**config.mk**
```make
export PLATFORM = sky130hd
export DESIGN_NAME = itx_top
export DESIGN_NICKNAME = d
export VERILOG_FILES = /design/src/verilog/itx_pkg.sv /design/src/verilog/itx_sync.sv /design/src/verilog/itx_top.sv
export VERILOG_INCLUDE_DIRS = /design/src /design/src/verilog
export SDC_FILE = /design/constraint.sdc
export NUM_CORES = 1
export LEC_CHECK = 0
export BUFFER_PORTS_ARGS = -buffer_cell sky130_fd_sc_hd__buf_2
export CAP_MARGIN = 20
export CORE_MARGIN = 8
export CORE_UTILIZATION = 40
export CTS_BUF_LIST = sky130_fd_sc_hd__clkbuf_16
export DETAILED_ROUTE_END_ITERATION = 7
export SYNTH_ARGS = -nofsm -noshare
export SYNTH_HDL_FRONTEND = slang
export SYNTH_SLANG_ARGS = --single-unit
```
**constraint.sdc**
```tcl
create_clock -name sys_clk_i -period 7.4 [get_ports sys_clk_i]
set_input_delay 0.37 -clock sys_clk_i [delete_from_list [all_inputs] [get_ports sys_clk_i]]
set_output_delay 0.37 -clock sys_clk_i [all_outputs]
set_load 0.03 [all_outputs]
```
**src/verilog/itx_map.svh**
```systemverilog
`ifndef ITX_MAP_SVH
`define ITX_MAP_SVH
// Register byte offsets on the bus.
`define ITX_OFS_CTRL 12'h000
`define ITX_OFS_STAT 12'h004
`define ITX_OFS_DATA 12'h008
`define ITX_OFS_OWN 12'h00C
// Bit positions inside the serial control register.
`define ITX_B_AA 0
`define ITX_B_SI 1
`define ITX_B_STO 2
`define ITX_B_STA 3
// Reset value of every byte register.
`define ITX_RST_BYTE 8'h00
// State codes.
`define ITX_C_BERR 8'h00
`define ITX_C_STRT 8'h08
`define ITX_C_RSTRT 8'h10
`define ITX_C_MW_ACK 8'h18
`define ITX_C_MW_NAK 8'h20
`define ITX_C_ARB 8'h38
`define ITX_C_MR_ACK 8'h40
`define ITX_C_MR_NAK 8'h48
`define ITX_C_SL_SEL 8'hA8
`define ITX_C_SL_ARB 8'hB0
`define ITX_C_SL_ACK 8'hB8
`define ITX_C_SL_NAK 8'hC0
`define ITX_C_SL_LAST 8'hC8
`define ITX_C_IDLE 8'hF8
// Timing: half of a generated bus clock period, and pulses per retry.
`define ITX_CLK_MHZ 20
`define ITX_HALF_NS 2500
`define ITX_HALF_CYC ((`ITX_HALF_NS * `ITX_CLK_MHZ + 999) / 1000)
`define ITX_PULSES 2
`endif

```
**src/verilog/itx_pkg.sv**
```systemverilog
`default_nettype none
package itx_pkg;
	// Serial unit states, one-hot.
	typedef enum logic [13:0] {
		ST_IDLE = 14'h0001,
		ST_ADDR = 14'h0002,
		ST_ACKA = 14'h0004,
		ST_WAIT = 14'h0008,
		ST_TXB = 14'h0010,
		ST_RACK = 14'h0020,
		ST_WEND = 14'h0040,
		ST_ERR = 14'h0080,
		ST_MSTART = 14'h0100,
		ST_MPULSE = 14'h0200,
		ST_MSTRT2 = 14'h0400,
		ST_MHOLD = 14'h0800,
		ST_MADDR = 14'h1000,
		ST_MSTOP = 14'h2000
	} itx_state_e;
	typedef logic [7:0] itx_byte_t;
endpackage
`default_nettype wire

```
**src/verilog/itx_sync.sv**
```systemverilog
`default_nettype none
module itx_sync (
	input wire logic clk_i,
	input wire logic rst_n_i,
	input wire logic scl_i,
	input wire logic sda_i,
	output logic scl_o,
	output logic sda_o,
	output logic scl_rise_o,
	output logic scl_fall_o,
	output logic start_o,
	output logic stop_o
);
	logic [1:0] meta_q;
	logic [1:0] stab_q;
	logic [1:0] prev_q;

	// Two stages per line; the idle bus level is high on both.
	always_ff @(posedge clk_i or negedge rst_n_i) begin
		if (!rst_n_i) begin
			meta_q <= 2'h3;
			stab_q <= 2'h3;
			prev_q <= 2'h3;
		end else begin
			meta_q <= {sda_i, scl_i};
			stab_q <= meta_q;
			prev_q <= stab_q;
		end
	end

	// Edges and conditions look only at stable samples.
	assign scl_o = stab_q[0];
	assign sda_o = stab_q[1];
	assign scl_rise_o = stab_q[0] & ~prev_q[0];
	assign scl_fall_o = ~stab_q[0] & prev_q[0];
	assign start_o = stab_q[0] & prev_q[0] & prev_q[1] & ~stab_q[1];
	assign stop_o = stab_q[0] & prev_q[0] & ~prev_q[1] & stab_q[1];
endmodule
`default_nettype wire

```
**src/verilog/itx_top.sv**
```systemverilog
// The register offsets and the AHB-Lite interface to the registers were chosen for this implementation.
`include "itx_map.svh"
`default_nettype none
module itx_top import itx_pkg::*; (
	input wire logic sys_clk_i,
	input wire logic reset_n_i,
	input wire logic hsel_i,
	input wire logic [31:0] haddr_i,
	input wire logic [1:0] htrans_i,
	input wire logic hwrite_i,
	input wire logic [2:0] hsize_i,
	input wire logic [31:0] hwdata_i,
	input wire logic hready_i,
	output logic [31:0] hrdata_o,
	output logic hreadyout_o,
	output logic hresp_o,
	input wire logic scl_i,
	output logic scl_o,
	output logic scl_oe_o,
	input wire logic sda_i,
	output logic sda_o,
	output logic sda_oe_o
);
	localparam logic [7:0] HALF = 8'(`ITX_HALF_CYC);
	localparam logic [3:0] PLAST = 4'(`ITX_PULSES - 1);

	itx_state_e st_q, st_d;
	logic [3:0] cnt_q, cnt_d;
	itx_byte_t sh_q, sh_d, data_q, own_q, code_q, code_d;
	logic [7:0] tmr_q, tmr_d;
	logic ph_q, ph_d, arb_q, arb_d, last_q, last_d, nack_q, nack_d;
	logic rep_q, rep_d, pulsed_q, pulsed_d, adone_q, adone_d;
	logic scl_oe_q, scl_oe_d, sda_oe_q, sda_oe_d;
	logic aa_q, si_q, sto_q, sta_q, busy_q, lo_q;
	logic si_set, sto_clr, force_free;
	logic wr_pend_q, rd_pend_q, hready_q;
	logic [11:0] wa_q;
	logic [31:0] hrdata_q;
	logic scl_s, sda_s, scl_rise, scl_fall, start_det, stop_det;

	itx_sync u_sync (
		.clk_i(sys_clk_i),
		.rst_n_i(reset_n_i),
		.scl_i(scl_i),
		.sda_i(sda_i),
		.scl_o(scl_s),
		.sda_o(sda_s),
		.scl_rise_o(scl_rise),
		.scl_fall_o(scl_fall),
		.start_o(start_det),
		.stop_o(stop_det)
	);

	// Bus decode. Writes land in the data phase; reads take one wait state.
	wire acc = hsel_i & hready_i & htrans_i[1];
	wire wr_ctrl = wr_pend_q & (wa_q == `ITX_OFS_CTRL);
	wire wr_data = wr_pend_q & (wa_q == `ITX_OFS_DATA);
	wire wr_own = wr_pend_q & (wa_q == `ITX_OFS_OWN);
	wire si_clr = wr_ctrl & ~hwdata_i[`ITX_B_SI] & si_q;
	wire [7:0] stat_rd = si_q ? code_q : `ITX_C_IDLE;
	wire [31:0] rd_val = (wa_q == `ITX_OFS_CTRL) ? {28'h0000_000, sta_q, sto_q, si_q, aa_q} :
		(wa_q == `ITX_OFS_STAT) ? {24'h00_0000, stat_rd} :
		(wa_q == `ITX_OFS_DATA) ? {24'h00_0000, data_q} :
		(wa_q == `ITX_OFS_OWN) ? {24'h00_0000, own_q} : 32'h0000_0000;

	// Address match needs the enable bit at the moment of decision.
	wire own_hit = aa_q & (sh_q[7:1] == own_q[7:1]) & sh_q[0];
	wire involved = (st_q == ST_ACKA) | (st_q == ST_TXB) | (st_q == ST_RACK) |
		(st_q == ST_MADDR) | ((st_q == ST_ADDR) & arb_q);
	wire bus_err = (start_det | stop_det) & involved;
	wire [7:0] tmr_dn = tmr_q - 8'h01;
	wire [3:0] cnt_up = cnt_q + 4'h1;

	// Main sequencer. SDA only moves one cycle after SCL is low, so the
	// unit never makes a false START or STOP of its own.
	always_comb begin
		st_d = st_q;
		cnt_d = cnt_q;
		sh_d = sh_q;
		tmr_d = tmr_q;
		ph_d = ph_q;
		arb_d = arb_q;
		last_d = last_q;
		nack_d = nack_q;
		rep_d = rep_q;
		pulsed_d = pulsed_q;
		adone_d = adone_q;
		scl_oe_d = scl_oe_q;
		sda_oe_d = sda_oe_q;
		code_d = code_q;
		si_set = 1'b0;
		sto_clr = 1'b0;
		force_free = 1'b0;
		if (bus_err) begin
			st_d = ST_ERR;
			scl_oe_d = 1'b0;
			sda_oe_d = 1'b0;
			si_set = 1'b1;
			code_d = `ITX_C_BERR;
			arb_d = 1'b0;
		end else begin
			case (st_q)
				ST_IDLE: begin
					scl_oe_d = 1'b0;
					sda_oe_d = 1'b0;
					arb_d = 1'b0;
					rep_d = 1'b0;
					pulsed_d = 1'b0;
					if (start_det) begin
						st_d = ST_ADDR;
						cnt_d = 4'h0;
					end else if (sta_q & sto_q & busy_q) begin
						force_free = 1'b1;
						sto_clr = 1'b1;
					end else if (sta_q & ~busy_q & ~si_q) begin
						st_d = ST_MSTART;
						tmr_d = HALF;
					end
				end
				ST_ADDR: begin
					if (start_det) begin
						cnt_d = 4'h0;
					end else if (stop_det) begin
						st_d = ST_IDLE;
					end else if (sta_q & sto_q & ~arb_q) begin
						// A frame that never ends would otherwise lock out a forced access.
						force_free = 1'b1;
						sto_clr = 1'b1;
						st_d = ST_IDLE;
					end else if (scl_rise & (cnt_q != 4'h8)) begin
						sh_d = {sh_q[6:0], sda_s};
						cnt_d = cnt_up;
					end else if (scl_fall & (cnt_q == 4'h8)) begin
						if (own_hit) begin
							st_d = ST_ACKA;
							sda_oe_d = 1'b1;
						end else if (arb_q) begin
							st_d = ST_WEND;
							si_set = 1'b1;
							code_d = `ITX_C_ARB;
						end else begin
							st_d = ST_IDLE;
						end
					end
				end
				ST_ACKA: begin
					if (scl_fall) begin
						sda_oe_d = 1'b0;
						scl_oe_d = 1'b1;
						si_set = 1'b1;
						code_d = arb_q ? `ITX_C_SL_ARB : `ITX_C_SL_SEL;
						arb_d = 1'b0;
						st_d = ST_WAIT;
					end
				end
				ST_WAIT: begin
					scl_oe_d = 1'b1;
					if (si_clr) begin
						sh_d = data_q;
						cnt_d = 4'h0;
						last_d = ~hwdata_i[`ITX_B_AA];
						sda_oe_d = ~data_q[7];
						st_d = ST_TXB;
					end
				end
				ST_TXB: begin
					scl_oe_d = 1'b0;
					if (scl_fall) begin
						cnt_d = cnt_up;
						sh_d = {sh_q[6:0], 1'b0};
						sda_oe_d = (cnt_q == 4'h7) ? 1'b0 : ~sh_q[6];
						if (cnt_q == 4'h7) begin
							st_d = ST_RACK;
						end
					end
				end
				ST_RACK: begin
					if (scl_rise) begin
						nack_d = sda_s;
					end
					if (scl_fall) begin
						si_set = 1'b1;
						if (nack_q) begin
							code_d = `ITX_C_SL_NAK;
							st_d = ST_WEND;
						end else if (last_q) begin
							code_d = `ITX_C_SL_LAST;
							st_d = ST_WEND;
						end else begin
							code_d = `ITX_C_SL_ACK;
							scl_oe_d = 1'b1;
							st_d = ST_WAIT;
						end
					end
				end
				ST_WEND: begin
					scl_oe_d = 1'b0;
					sda_oe_d = 1'b0;
					if (si_clr) begin
						st_d = ST_IDLE;
					end
				end
				ST_ERR: begin
					if (si_clr) begin
						st_d = ST_IDLE;
						sto_clr = 1'b1;
					end
				end
				ST_MSTART: begin
					scl_oe_d = 1'b0;
					sda_oe_d = 1'b0;
					if (start_det) begin
						st_d = ST_IDLE;
					end else if (tmr_q != 8'h00) begin
						if (scl_s) begin
							tmr_d = tmr_dn;
						end
					end else if (~scl_s) begin
						st_d = ST_MSTART;
					end else if (~sda_s) begin
						st_d = ST_MPULSE;
						cnt_d = 4'h0;
						pulsed_d = 1'b1;
						scl_oe_d = 1'b1;
						tmr_d = HALF;
					end else begin
						sda_oe_d = 1'b1;
						tmr_d = HALF;
						st_d = ST_MSTRT2;
					end
				end
				ST_MPULSE: begin
					if (tmr_q != 8'h00) begin
						if (scl_s | scl_oe_q) begin
							tmr_d = tmr_dn;
						end
					end else if (scl_oe_q) begin
						scl_oe_d = 1'b0;
						tmr_d = HALF;
					end else if (cnt_q == PLAST) begin
						st_d = ST_MSTART;
						tmr_d = HALF;
					end else begin
						cnt_d = cnt_up;
						scl_oe_d = 1'b1;
						tmr_d = HALF;
					end
				end
				ST_MSTRT2: begin
					sda_oe_d = 1'b1;
					if (tmr_q != 8'h00) begin
						tmr_d = tmr_dn;
					end else begin
						scl_oe_d = 1'b1;
						si_set = 1'b1;
						code_d = (rep_q & ~pulsed_q) ? `ITX_C_RSTRT : `ITX_C_STRT;
						adone_d = 1'b0;
						st_d = ST_MHOLD;
					end
				end
				ST_MHOLD: begin
					scl_oe_d = 1'b1;
					if (si_clr) begin
						ph_d = 1'b0;
						tmr_d = HALF;
						if (hwdata_i[`ITX_B_STO]) begin
							sda_oe_d = 1'b1;
							st_d = ST_MSTOP;
						end else if (hwdata_i[`ITX_B_STA] & adone_q) begin
							sda_oe_d = 1'b0;
							rep_d = 1'b1;
							pulsed_d = 1'b0;
							st_d = ST_MSTART;
						end else if (~adone_q) begin
							sh_d = data_q;
							cnt_d = 4'h0;
							st_d = ST_MADDR;
						end
					end
				end
				ST_MADDR: begin
					if (~ph_q) begin
						scl_oe_d = 1'b1;
						sda_oe_d = (cnt_q != 4'h8) & ~sh_q[7];
						if (tmr_q != 8'h00) begin
							tmr_d = tmr_dn;
						end else begin
							scl_oe_d = 1'b0;
							ph_d = 1'b1;
							tmr_d = HALF;
						end
					end else if (tmr_q != 8'h00) begin
						if (scl_s) begin
							tmr_d = tmr_dn;
						end
					end else if (cnt_q == 4'h8) begin
						scl_oe_d = 1'b1;
						si_set = 1'b1;
						adone_d = 1'b1;
						st_d = ST_MHOLD;
						code_d = sh_q[0] ? (sda_s ? `ITX_C_MR_NAK : `ITX_C_MR_ACK) :
							(sda_s ? `ITX_C_MW_NAK : `ITX_C_MW_ACK);
					end else begin
						sh_d = {sh_q[6:0], sda_s};
						cnt_d = cnt_up;
						if (sh_q[7] & ~sda_s) begin
							arb_d = 1'b1;
							sda_oe_d = 1'b0;
							st_d = ST_ADDR;
						end else begin
							scl_oe_d = 1'b1;
							ph_d = 1'b0;
							tmr_d = HALF;
						end
					end
				end
				ST_MSTOP: begin
					if (tmr_q != 8'h00) begin
						if (scl_s | ~ph_q) begin
							tmr_d = tmr_dn;
						end
					end else if (~ph_q) begin
						scl_oe_d = 1'b0;
						ph_d = 1'b1;
						tmr_d = HALF;
					end else begin
						sda_oe_d = 1'b0;
						sto_clr = 1'b1;
						st_d = ST_IDLE;
					end
				end
				default: begin
					st_d = ST_IDLE;
				end
			endcase
		end
	end

	// Sequencer state.
	always_ff @(posedge sys_clk_i or negedge reset_n_i) begin
		if (!reset_n_i) begin
			st_q <= ST_IDLE;
			{cnt_q, sh_q, tmr_q} <= 20'h0_0000;
			{ph_q, arb_q, last_q, nack_q, rep_q, pulsed_q, adone_q} <= 7'h00;
			{scl_oe_q, sda_oe_q} <= 2'h0;
		end else begin
			st_q <= st_d;
			{cnt_q, sh_q, tmr_q} <= {cnt_d, sh_d, tmr_d};
			{ph_q, arb_q, last_q, nack_q, rep_q, pulsed_q, adone_q} <=
				{ph_d, arb_d, last_d, nack_d, rep_d, pulsed_d, adone_d};
			{scl_oe_q, sda_oe_q} <= {scl_oe_d, sda_oe_d};
		end
	end

	// Software flags. The event flag is set by hardware over a clear; the
	// stop request write that ends an error is itself cleared by hardware.
	always_ff @(posedge sys_clk_i or negedge reset_n_i) begin
		if (!reset_n_i) begin
			{aa_q, si_q, sto_q, sta_q, busy_q} <= 5'h00;
			{data_q, own_q, code_q} <= {`ITX_RST_BYTE, `ITX_RST_BYTE, `ITX_RST_BYTE};
		end else begin
			si_q <= si_set | (si_q & ~si_clr);
			code_q <= si_set ? code_d : code_q;
			busy_q <= start_det | (busy_q & ~stop_det & ~force_free);
			aa_q <= wr_ctrl ? hwdata_i[`ITX_B_AA] : aa_q;
			sta_q <= wr_ctrl ? hwdata_i[`ITX_B_STA] : sta_q;
			sto_q <= wr_ctrl ? (hwdata_i[`ITX_B_STO] & ~sto_clr) : (sto_q & ~sto_clr);
			data_q <= wr_data ? hwdata_i[7:0] : data_q;
			own_q <= wr_own ? hwdata_i[7:0] : own_q;
		end
	end

	// Bus slave pipeline; the response is always OKAY.
	always_ff @(posedge sys_clk_i or negedge reset_n_i) begin
		if (!reset_n_i) begin
			{wr_pend_q, rd_pend_q, lo_q} <= 3'h0;
			hready_q <= 1'b1;
			wa_q <= 12'h000;
			hrdata_q <= 32'h0000_0000;
		end else begin
			wr_pend_q <= acc & hwrite_i;
			rd_pend_q <= acc & ~hwrite_i;
			hready_q <= ~(acc & ~hwrite_i);
			wa_q <= acc ? haddr_i[11:0] : wa_q;
			hrdata_q <= rd_pend_q ? rd_val : hrdata_q;
			lo_q <= 1'b0;
		end
	end

	assign hrdata_o = hrdata_q;
	assign hreadyout_o = hready_q;
	assign hresp_o = lo_q;
	assign scl_o = lo_q;
	assign sda_o = lo_q;
	assign scl_oe_o = scl_oe_q;
	assign sda_oe_o = sda_oe_q;
endmodule
`default_nettype wire

```
==> flow_results.org, run 1 <==
** Die
- In this run the horizontal extent of the chip is 143.6 µm.
- After floorplanning, the core was divided into 46 placement rows.
- In this run the count of I/O pins placed on the die edge is 114.
- The floorplan step set the die height to 143.6 µm.
- The region available for standard cell placement spans 15890 µm².
- For this configuration, the core starts out at a cell density of 0.4098.
- The die covers 20610 µm².

** Critical path
- For this design, the slowest cell found on the critical path is sky130_fd_sc_hd__or4_1.
- Worst endpoint required time :: 7.65 ns
- Critical path endpoint category :: register
- Flop-to-flop setup slack :: 3.51 ns
- Critical path arrival :: 4.13 ns
- Worst setup SP type :: register
- The critical path is of the reg -> reg type.
- Largest fanout of any net on the critical path :: 15
- Cell-by-cell listing of the critical path :: or4_1, nor2_1, a221oi_1, nor2_4, a41o_1, nand2b_1, mux2_1
- On the worst path, the slowest cell contributes a delay of 0.83 ns.

** STA
- Post-route worst hold slack :: 0.1123 ns
- The clock period could shrink to 3.888 ns.
- Setup Skew :: 0.005750 ns
- Count of final setup violators :: 0
- The total count of max-transition violations in the final report was 0.
- Of the available clock period, the critical path in the final layout requires 0.5255.
- Final Hold Fails :: 0
- Headroom to the max-slew limit came out at 0.3005.
- Setup repair after global routing left no endpoint under its margin.
- For the pin with the worst max-slew slack, the measured transition is 1.035 ns.
- After layout, the worst setup slack is 3.512 ns.
- Setup total negative slack :: 0 ns
- Maximum clock frequency :: 0.2572 GHz

** Logic synthesis
- Share of async-settable or async-resettable flops after synthesis :: 1.000
- During synthesis, Yosys emitted a total of 0 warnings.
- Mapped Area :: 6510 µm²
- Of the post-synthesis cell area, the dominant cell type holds 0.3460.
- Cell count after synthesis :: 691
- The share of the Yosys chip area taken by registers is 0.3782.
- Synth top area cells :: sky130_fd_sc_hd__dfrtp_1, sky130_fd_sc_hd__mux2_2, sky130_fd_sc_hd__buf_4
- The synthesized netlist contains 79 unique library cells.
- Number of enable flip-flop cells after synthesis :: 0
- Each instance of the synthesized netlist takes up on average 9.421 µm².
- Counting flops and latches in the post-synthesis netlist gives 98.
- Of all cell types, the one taking the most synthesized area is sky130_fd_sc_hd__dfrtp_1.
- Ys flop type :: sky130_fd_sc_hd__dfrtp_1

** Layout
- Share of cells above drive strength 1 :: 0.2040
- Net count, final :: 783
- Area added between synthesis and finish :: 7.746%
- The repair_antennas step left the layout with diodes totalling 0.
- Most common library cell in the layout ignoring fill and taps :: sky130_fd_sc_hd__dfrtp_1
- Leading cell types in the layout, fill and taps excluded :: sky130_fd_sc_hd__dfrtp_1, sky130_fd_sc_hd__mux2_2, sky130_fd_sc_hd__nor2_1, sky130_fd_sc_hd__nand2_1, sky130_fd_sc_hd__buf_2
- Final instance count without filler cells :: 922
- Filler Cells Inserted :: 1596

** Routing
- Total via count after detailed routing :: 5650
- Vias per std cell :: 6.128
- Dividing the detail-routed wire length by the instance count gives 21.53 µm.
- For this block, the initial DRC count from the detailed router was 645.
- Post-route DRC violation count :: 0
- DR pass1 iterations :: 6
- Total Wirelength :: 19860 µm
- The count of nets left with antenna violations once routing finished came out at 0.

** Global routing
- Initial antenna violation count :: 0
- The number of global-route vias before repair is 5536.
- For this run, the total global-route usage over all layers was measured as 0.1968.
- Entering global routing, the biggest net connects 79 pins.
- Wire length of the first global-routing pass :: 31440 µm
- Summed over all layers, the global routing overflow is 0.

** Clock tree
- CTS Sinks :: 98
- The H-tree was split into 3 levels.
- Clock buffer count from CTS :: 9
- TritonCTS built the clock tree.
- Clk pin slew, worst setup/hold paths :: 0.08 ns
- The tree is rooted in a sky130_fd_sc_hd__clkbuf_16.
- Clock latency on the worst-skew pair, taken at its later pin, is 0.36 ns.
- Once the clock tree was built, the resizer swapped 0 gates to a different size.
- No sink is reached through more buffers than the 2 on the longest clock path.

** Run
- Max-capacitance violation count :: 0

** Power
- Power spread over the standard cell area amounts to 242.8 nW/µm².
- Worst IR Drop VDD :: 0.1575 mV
- Tot Pwr :: 1.703 mW
- For this design the static power due to leakage is 3.061 nW.

** Placed design
- Detailed placement HPWL :: 14740 µm
- Timing analysis after detailed placement gives a worst setup slack of 3.610 ns.
- Placed Instances :: 905
- Placer Congestion :: 0.9582
- Number of buffers added on ports :: 38

** Min path
- The tightest min-delay check is of the in -> reg type.

** Status
- The run finished with clean final reports.
[state kept, by name, summed over array words and instances, names as in the netlist, 2 cells and up]
| register | count |
|---|---|
| cnt_q | 4 |
| code_q | 5 |
| data_q | 8 |
| hrdata_o | 8 |
| own_q | 8 |
| sh_q | 8 |
| st_q | 14 |
| tmr_q | 8 |
| u_sync.meta_q | 2 |
| u_sync.prev_q | 2 |
| u_sync.stab_q | 2 |
| wa_q | 12 |
[area by class of cell]
type	count	area (µm²)	area share
Inverter	29	108.9	0.01552
Clock inverter	7	81.33	0.01159
Clock buffer	9	225.2	0.03211
Timing Repair Buffer	44	240.2	0.03425
Tap cell	216	270.3	0.03853
Sequential cell	98	2462	0.3511
Multi-Input combinational cell	519	3626	0.5169
[critical path, delay by kind of cell, from the launching register on]
family | cells | cell delay, ns
AO/OA/AOI/OAI | 2 | 0.48
AND/OR/NAND/NOR | 4 | 2.32
flip-flops | 1 | 0.50
multiplexers | 1 | 0.45
[where the power goes]
group	switching, mW	internal [mW]	leakage [nW]	total, mW
logic	0.373	0.197	1.65	0.570
registers	0.0630	0.584	1.26	0.647
clock network	0.244	0.242	0.150	0.486
[routing by layer]
layer	global-route usage	vias to the layer above	wire length (µm)
met5	0	-	0
met4	0.08744	0	692
met3	0.03351	47	1451
met2	0.3077	266	8931
met1	0.2621	2785	8778
li1	-	2552	-
[cell families after synthesis]
kind of cell,share of synthesized area
other,0.0005760
XOR/XNOR,0.02018
flip-flops,0.3782
multiplexers,0.1046
AND/OR/NAND/NOR,0.2420
adder cells (fa/ha/maj),0.01153
buffers and inverters,0.08072
AO/OA/AOI/OAI,0.1622
[cells in the mapped netlist, drive strengths merged (4+ instances only)]
master	number
a22oi	4
nand3	29
mux2i	5
o211ai	5
nand3b	4
dfrtp	90
and2	4
xnor2	11
nor2	48
or4	14
nand2	38
xor2	4
o21ai	32
and3	10
buf	44
clkbuf	27
o32ai	4
a21o	10
nand2b	14
o31ai	4
a211oi	7
nor3	20
nor2b	7
a21oi	26
dfstp	8
nor4	17
inv	29
and4	7
mux2	54
ha	6
or2	4
a22o	8
a31oi	11
nor4b	8
o22ai	4
o2bb2ai	5
nand4	24
[per-stage QoR]
stage,cell area (µm²),utilization
2_1_floorplan,6608,-
3_3_place_gp,6698,0.4216
3_5_place_dp,6698,0.4216
4_1_cts,7014,0.4416
5_1_grt,7014,0.4416
6_report,7014,0.4416
[path summary, 6_finish.rpt]
check | start | endpoint | cells after the start
worst max-delay path | st_q[9] | st_q[12] | 7
worst min register to register | u_sync.meta_q[0] | u_sync.stab_q[0] | 0
worst min-delay path | scl_i | u_sync.meta_q[0] | 1
min in group asynchronous | reset_n_i | tmr_q[3] | 2
worst max register to register | st_q[9] | st_q[12] | 7
max in group asynchronous | reset_n_i | cnt_q[2] | 3
[repair_timing]
action	in CTS	in global routing
buffers inserted	0	0
hold buffers	1	0
endpoints found under the hold margin	18	0
No activity file was read; power rests on OpenSTA's default activity.
==> run 2: changes to the inputs <==
Settings changed: ABC_AREA set to 1.
Clock period 7.4 ns to 3.41 ns, I/O delays scaled along.
==> flow_results.org, run 2 <==
** Critical path
- The total buffers and inverters traversed by the critical path came to 0 (unchanged).
- R2r startpoint :: st_q[0]
- Critical path arrival :: 3.13 ns (-1.00 ns)
- The critical path in this run is classified as reg -> reg.
- The signal on the critical path passes through nor2_1, nand2_2, nor2_8, nand2_4, nand2_2, nor2_2, nand2_2, nand2_4, nand2_1, nor4_4, nand2_4, nand2_1, nand2_1.
- R2R Path End :: sh_q[4]
- Among cell families on the critical path, the largest total delay comes from simple AND/OR/NAND/NOR gates.
- Critical path endpoint category :: register
- Largest fanout of any net on the critical path :: 23 (+8)
- Highest-delay cell along the critical path :: sky130_fd_sc_hd__dfstp_2
- The worst setup path is launched from a register.
- The register-to-register setup slack is 0.53 ns (-2.98 ns).
- Max incr delay on CP :: 0.54 ns (-0.29 ns)
- Worst endpoint required time :: 3.65 ns (-4.00 ns)
- The number of cell instances on the worst register-to-register path came to 13 (+6).

** Clock tree
- Deepest clock path buffer count :: 2 (unchanged)
- CTS Sinks :: 98 (unchanged)
- The number of buffers added by the clock tree synthesis step was 9 (unchanged).
- Count of H-tree levels built during CTS :: 3 (unchanged)
- The clock-pin slew on the worst setup and hold paths was 0.07 ns (about the same).
- Clk_lat worst skew :: 0.36 ns (about the same)
- CTS tree :: built
- Clock root cell :: sky130_fd_sc_hd__clkbuf_16

** Die
- Area of the core :: 16580 µm² (+4.4%)
- Die Footprint :: 21440 µm² (+4.0%)
- Initial cell density of the core :: 0.4104 (+0.0005525)
- The chip height was 146.4 µm (+2.0%).
- Row count :: 47 (+2.2%)
- Die width :: 146.4 µm (+2.0%)
- I/O pin count :: 114 (unchanged)

** Power
- The leakage component of the power was 4.021 nW (+31%).
- Tot Pwr :: 4.199 mW (+150%)
- Cell Pwr Density :: 560.0 nW/µm² (+130%)
- The worst voltage drop across the vdd grid is 0.3278 mV (+110%).

** Logic synthesis
- The number of warning messages in the yosys log came to 0 (unchanged).
- The register area share after synthesis is 0.3618 (-0.01641).
- Most instantiated library cell after synthesis :: sky130_fd_sc_hd__nand2_1
- Yosys attributes the largest share of cell area to sky130_fd_sc_hd__dfrtp_1, sky130_fd_sc_hd__nand2_1, sky130_fd_sc_hd__inv_1.
- Proportion of netlist area held by the largest area contributor :: 0.3309 (-0.01501)
- Ranked by instance count, the synthesized netlist is headed by sky130_fd_sc_hd__nand2_1, sky130_fd_sc_hd__inv_1, sky130_fd_sc_hd__nor2_1.
- The distinct cell type count of the synthesized netlist was 52 (-34%).
- The synthesized instance count came to 976 (+41%).
- The largest total area in the synthesized netlist belongs to sky130_fd_sc_hd__dfrtp_1.
- Number of enable flip-flop cells after synthesis :: 0 (unchanged)
- The share of flip-flops with an asynchronous set or reset after synthesis came to 1.000 (unchanged).
- The register bit total from synthesis came to 98 (unchanged).
- The total standard cell area after synthesis is 6805 µm² (+4.5%).
- Mean cell area of the mapped netlist :: 6.973 µm² (-26%)
- Ys flop type :: sky130_fd_sc_hd__dfrtp_1

** Placed design
- Number of buffers added on ports :: 38 (unchanged)
- Placer Congestion :: 0.9433 (-1.6%)
- The total half-perimeter wirelength after legalization and detailed placement was 15990 µm (+8.4%).
- Placement-stage cell area :: 7143 µm² (+6.7%)

** Status
- Outcome :: finished, final reports clean

** Run
- The number of maximum-capacitance constraint violations is 0 (unchanged).

** Routing
- Antenna Nets Post-Route :: 0 (unchanged)
- The remaining routing DRC violations is 0 (unchanged).
- The number of DRC markers in iteration 0 was 522 (-19%).
- Total Wirelength :: 20660 µm (+4.1%)
- Mean routed wirelength per cell :: 16.58 µm (-23%)
- Vias per std cell :: 5.253 (-14%)
- The total via count after detailed routing came to 6545 (+16%).
- DR pass1 iterations :: 7 (+1)

** Layout
- The total inserted antenna cells is 0 (unchanged).
- In the layout the commonest cells are sky130_fd_sc_hd__nand2_1, sky130_fd_sc_hd__inv_1, sky130_fd_sc_hd__nor2_1, sky130_fd_sc_hd__dfrtp_1, sky130_fd_sc_hd__nand3_1.
- The fraction of final layout cells sized beyond drive strength 1 came to 0.1277 (-0.07629).
- Register ranked first by flip-flop count :: st_q
- Core occupancy in the finished layout :: 0.4522 (+0.01061)
- Final Instance Area :: 7498 µm² (+6.9%)
- Number of flip-flops in the largest register :: 14 (unchanged)
- The number of nets in the layout was 1103 (+41%).
- The library cell used most frequently in the layout, excluding fill and tap cells, is sky130_fd_sc_hd__nand2_1.
- Biggest regs :: st_q (14), wa_q (12)
- Relative to the synthesized area, the layout overhead comes to 10.19%.

** STA
- The slew at the pin closest to its max-slew limit was 0.9226 ns (-0.1122 ns).
- The number of hold-slack violations in the final timing report was 0 (unchanged).
- The worst-case headroom to the max-slew limit was 0.3850 (+0.08450).
- The portion of the clock cycle consumed by the worst path in the final layout is 0.8454 (+0.3200).
- The shortest period the worst path allows is 2.883 ns (-1.005 ns).
- The worst-case hold slack is 0.04115 ns (-0.07118 ns).
- RSZ-0062 raised after global routing :: false
- The final-layout setup total negative slack was 0 ns (unchanged).
- Maximum clock frequency :: 0.3469 GHz (+35%)
- Count of final setup violators :: 0 (unchanged)
- The worst clock skew is 0.007863 ns (+0.002114 ns).
- The total count of max-transition violations in the final report was 0 (unchanged).

** Global routing
- The global-route usage over all layers is 0.1944 (-0.002456).
- Number of global-route vias before repair :: 6251 (+13%)
- Congestion Overflow GR :: 0 (unchanged)
- Initial antenna violation count :: 0 (unchanged)
- The first-pass GRT wire length was 33630 µm (+7.0%).
- Maximum number of pins on one net before global-route repair :: 74 (-6.3%)

** Min path
- The worst hold path belongs to the class in -> reg.
- The startpoint identified for the worst hold timing path is haddr_i[4].
- The cell depth of the worst min-delay path came to 2 (+1).
- End of the worst hold path :: wa_q[4]
==> run 2: changes by cell type after synthesis, sizes merged, moves of 22 or more <==
cell    previous run  this run
o21ai             32        64
clkbuf            27         5
nor2              48       123
nand3             29        88
nand2             38       284
inv               29       123
mux2              54         8
==> run 2: worst max-delay path by stage <==
stage,endpoint,from,depth (start not counted)
global placement,sh_q[3],st_q[0],13
floorplan,st_q[11],u_sync.stab_q[0],12
detailed placement,sh_q[5],st_q[0],13
CTS,sh_q[4],st_q[0],13
global route,sh_q[4],st_q[0],13
finish,sh_q[4],st_q[0],13
==> run 2: cell type report <==
| class | count | area (µm²) |
|---|---|---|
| clock inverter | 7 | 90.09 |
| clock buffer | 9 | 225.2 |
| inverter | 124 | 470.5 |
| fill | 1771 | 9085 |
| timing repair buffer | 51 | 300.3 |
| sequential | 98 | 2462 |
| tap | 220 | 275.3 |
| multi-input combinational | 737 | 3675 |
==> run 2: per-stage QoR <==
| step | worst slack (ns) | instances |
|---|---|---|
| floorplan | 1.296 | 1002 |
| global placement | 0.5499 | 1226 |
| detailed placement | 0.5467 | 1226 |
| CTS | 0.5442 | 1246 |
| global route | 0.3107 | 1246 |
| finish | 0.5270 | 1246 |
==> run 2: routing by layer <==
metal	share of wire	global-route usage	vias to the layer above
met3	0.058	0.02349	35
met5	0	0	-
met2	0.44	0.2942	242
met1	0.47	0.2741	3055
li1	-	-	3213
met4	0.027	0.08192	0
==> run 2: cell families (layout without fill, tap and decap cells) <==
kind of cell               after synthesis  after routing  share of synthesized area
buffers and inverters                  167            191                     0.1125
muxes                                    8              8                    0.01324
AOI/OAI and AO/OA                      136            136                     0.1169
other                                    1             27                  0.0005510
and+or+nand+nor                        551            551                     0.3723
DFF                                     98             98                     0.3618
xor gates and xnor gates                 9              9                    0.01158
adders and majority gates                6              6                    0.01103
==> run 2: where the power goes <==
group	total, mW	switching, mW	internal (mW)
combinational	1.68	1.16	0.519
sequential	1.41	0.108	1.30
clock	1.11	0.468	0.642
total	4.20	1.74	2.46
==> run 2: worst reg2reg max path, cell delays in order, from the launching register on <==
cell	delay [ns]
sky130_fd_sc_hd__dfstp_2	0.54
sky130_fd_sc_hd__nor2_1	0.07
sky130_fd_sc_hd__nand2_2	0.16
sky130_fd_sc_hd__nor2_8	0.08
sky130_fd_sc_hd__nand2_4	0.21
sky130_fd_sc_hd__nand2_2	0.19
sky130_fd_sc_hd__nor2_2	0.20
sky130_fd_sc_hd__nand2_2	0.08
sky130_fd_sc_hd__nand2_4	0.25
sky130_fd_sc_hd__nand2_1	0.22
sky130_fd_sc_hd__nor4_4	0.48
sky130_fd_sc_hd__nand2_4	0.16
sky130_fd_sc_hd__nand2_1	0.10
sky130_fd_sc_hd__nand2_1	0.05
==> run 2: timing repair <==
item | CTS | global route
endpoints found under the hold margin | 67 | 0
buffers inserted | 0 | 0
resized for setup | 0 | 0
hold buffers | 4 | 0
==> run 3: changes to the inputs <==
Clock period 3.41 ns to 2.46 ns, I/O delays scaled along.
==> flow_results.org, run 3 (synthesized netlist as in run 2, its figures left out) <==
** Critical path
- Critical path startpoint :: st_q[0]
- Highest-delay cell along the critical path :: sky130_fd_sc_hd__dfstp_2
- Flop-to-flop setup slack :: 0.10 ns (-0.42 ns)
- Walking the worst path, the cells encountered are nor2_4, nand2_4, nor2_8, nand2_8, buf_4, nand2_1, nor2_1, nand3b_1, o21ai_0, nor2_1, nand3_1, nand2_1.
- The number of cell instances on the worst register-to-register path is 12 (-1).
- R2r startpoint :: st_q[0]
- The worst setup path is captured at a register.
- Worst setup path category :: reg -> reg
- Largest fanout of any net on the critical path :: 10 (-57%)
- The number of cells on the critical path is 12 (-1).
- The arrival time of the worst setup path was 2.60 ns (-0.53 ns).
- R2R Path End :: st_q[6]
- Category of cells accounting for the largest share of critical-path delay :: simple AND/OR/NAND/NOR gates
- The maximum cell stage delay along the critical path is 0.57 ns (+0.03 ns).
- Worst setup SP type :: register
- The total buffers and inverters traversed by the critical path is 1 (+1).
- The endpoint required time on the critical path is 2.70 ns (-0.95 ns).

** Clock tree
- The number of buffers on the longest clock path came to 2 (unchanged).
- The total number of clock tree sinks is 98 (unchanged).
- The number of levels in the clock H-tree is 3 (unchanged).
- The number of buffers added by the clock tree synthesis step came to 9 (unchanged).
- CTS tree :: built
- Clk_lat worst skew :: 0.36 ns (about the same)
- Clk pin slew, worst setup/hold paths :: 0.07 ns (about the same)
- Clock root cell :: sky130_fd_sc_hd__clkbuf_16

** Global routing
- The global-route usage over all layers was 0.1993 (+0.004945).
- Wire length of the first global-routing pass :: 34470 µm (+2.5%)
- The aggregate global routing overflow was 0 (unchanged).
- The pin count of the biggest net entering global routing is 59 (-20%).
- The number of global-route vias before repair is 6588 (+5.4%).
- Initial antenna violation count :: 0 (unchanged)

** Die
- The count of pins on the block boundary is 114 (unchanged).
- The floorplan row count was 47 (unchanged).
- Area of the core :: 16580 µm² (unchanged)
- The initial core utilization was 0.4104 (unchanged).
- The overall die width came to 146.4 µm (unchanged).
- The chip height is 146.4 µm (unchanged).
- Die Footprint :: 21440 µm² (unchanged)

** Min path
- For hold timing, the worst endpoint is wa_q[0].
- HP Start :: haddr_i[0]
- Worst hold path class :: in -> reg
- Cells on Worst Hold Path :: 3 (+1)

** STA
- The worst clock skew was 0.007825 ns (-0.00003850 ns).
- Worst relative slew slack :: 0.5135 (+0.1285)
- The slew at the pin closest to its max-slew limit was 0.7278 ns (-0.1948 ns).
- The maximum clock rate came to 0.4242 GHz (+22%).
- The final count of negative-setup-slack endpoints came to 0 (unchanged).
- The portion of the clock cycle consumed by the worst path in the final layout came to 0.9584 (+0.1129).
- Final Hold Fails :: 0 (unchanged)
- Fin crit period :: 2.358 ns (-0.5254 ns)
- The total count of max-transition violations in the final report came to 0 (unchanged).

** Power
- Logic gate share of total power :: 0.446 (+0.045)
- The worst voltage drop across the vdd grid is 0.3581 mV (+9.3%).
- The clock network power share came to 0.235 (-0.029).
- The net switching component of the power was 2.571 mW (+48%).
- Fraction of power spent switching nets :: 0.4220 (+0.007475)
- The sequential power share came to 0.319 (-0.016).
- The cell-internal power was 3.522 mW (+43%).
- Pleak :: 4.467 nW (+11%)
- Cell Pwr Density :: 732.3 nW/µm² (+31%)

** Layout
- Core occupancy in the finished layout :: 0.5017 (+0.04957)
- The number of cells in the finished layout apart from fillers was 1340 (+7.5%).
- The post-route cell area is 8320 µm² (+11%).
- The fraction of final layout cells sized beyond drive strength 1 is 0.2054 (+0.07768).
- The library cell used most frequently in the layout, excluding fill and tap cells, is sky130_fd_sc_hd__nand2_1.
- The largest registers in the layout are st_q (14), wa_q (12).
- Number of flip-flops in the largest register :: 14 (unchanged)
- Net count, final :: 1197 (+8.5%)
- Ranked by flip-flop count, first place goes to st_q.
- Area added between synthesis and finish :: 22.27%
- Filler Cells Inserted :: 1700 (-4.0%)
- Leaving out fill and tap cells, the most frequent cells in the layout are sky130_fd_sc_hd__nand2_1, sky130_fd_sc_hd__inv_1, sky130_fd_sc_hd__nor2_1, sky130_fd_sc_hd__buf_4, sky130_fd_sc_hd__dfrtp_1.
- Total inserted antenna cells :: 0 (unchanged)

** Placed design
- The cell count after placement was 1304 (+6.4%).
- Placer Congestion :: 1.009 (+7.0%)
- The number of port buffers came to 38 (unchanged).
- The total half-perimeter wirelength after legalization and detailed placement came to 16970 µm (+6.1%).
- The placed instance area came to 7741 µm² (+8.4%).

** Routing
- The number of DRC markers in iteration 0 is 673 (+29%).
- Total via count after detailed routing :: 6897 (+5.4%)
- Vias per std cell :: 5.147 (-2.0%)
- The post-detailed-route wirelength per cell is 15.96 µm (-3.7%).
- The total wire length was 21390 µm (+3.5%).
- The number of optimization iterations in the first detailed-route pass came to 5 (-2).
- The remaining routing DRC violations is 0 (unchanged).
- Antenna Nets Post-Route :: 0 (unchanged)

** Run
- The number of maximum-capacitance constraint violations is 0 (unchanged).

** Status
- Outcome :: finished, final reports clean
run 3: changes by cell type in the layout (fill, tap and decap cells not counted), sizes merged:
| cell | change |
|---|---|
| buf | +86 |
| bufinv | -2 |
| clkinvlp | +1 |
| dlygate4sd3 | +8 |
| inv | +1 |
run 3: layout make-up:
type | instances | area (µm²) | area share
Clock buffer | 9 | 225.2 | 0.02707
Clock inverter | 7 | 70.07 | 0.008421
Inverter | 124 | 470.5 | 0.05654
Multi-Input combinational cell | 737 | 3762 | 0.4522
Sequential cell | 98 | 2462 | 0.2959
Tap cell | 220 | 275.3 | 0.03308
Timing Repair Buffer | 145 | 1055 | 0.1268
run 3: worst max path at each step:
stage / slack [ns] / to
6_report: 0.10 / st_q[6]
5_1_grt: -0.02 / st_q[11]
4_1_cts: 0.05 / st_q[6]
3_5_place_dp: -0.07 / tmr_q[0]
3_3_place_gp: 0.02 / tmr_q[5]
2_1_floorplan: 0.35 / st_q[11]
run 3: metrics by stage:
| step | setup TNS [ns] | hold WS [ns] | setup slack, ns | power [mW] |
|---|---|---|---|---|
| after floorplan | 0 | -0.1726 | 0.3463 | 3.724 |
| after global placement | 0 | 0.1371 | 0.02360 | 4.512 |
| after detailed placement | -0.3625 | 0.1395 | -0.07064 | 4.530 |
| after CTS | 0 | 0.001122 | 0.04853 | 5.994 |
| after global routing | -0.06932 | 0.02215 | -0.02304 | 6.540 |
| final | 0 | 0.01010 | 0.1024 | 6.093 |
run 3: repair_timing:
| action | 4_1_cts | 5_1_grt |
|---|---|---|
| pin swaps | 0 | 9 |
| hold endpoints to repair | 47 | 0 |
| setup buffers | 0 | 8 |
| gates resized for setup | 1 | 21 |
| hold buffers | 12 | 0 |
| setup endpoints to repair | 8 | 35 |
run 3: worst register-to-register path: stages (launching register included):
cell	delay [ns]
sky130_fd_sc_hd__dfstp_2	0.57
sky130_fd_sc_hd__nor2_4	0.06
sky130_fd_sc_hd__nand2_4	0.12
sky130_fd_sc_hd__nor2_8	0.08
sky130_fd_sc_hd__nand2_8	0.09
sky130_fd_sc_hd__buf_4	0.21
sky130_fd_sc_hd__nand2_1	0.12
sky130_fd_sc_hd__nor2_1	0.22
sky130_fd_sc_hd__nand3b_1	0.23
sky130_fd_sc_hd__o21ai_0	0.31
sky130_fd_sc_hd__nor2_1	0.08
sky130_fd_sc_hd__nand3_1	0.10
sky130_fd_sc_hd__nand2_1	0.06
run 3: layer usage:
metal	global-route usage	routed length, µm
met4	0.07522	450
met2	0.3088	9498
met5	0	0
met1	0.2731	9786
met3	0.03276	1655
run 3: power groups by stage:
stage / clock network [mW] / logic, mW / registers (mW)
after global routing: 1.53 / 3.04 / 1.97
after global placement: 0 / 2.55 / 1.96
after floorplan: 0 / 1.73 / 1.99
final: 1.43 / 2.72 / 1.94
after detailed placement: 0 / 2.56 / 1.97
after CTS: 1.46 / 2.59 / 1.94
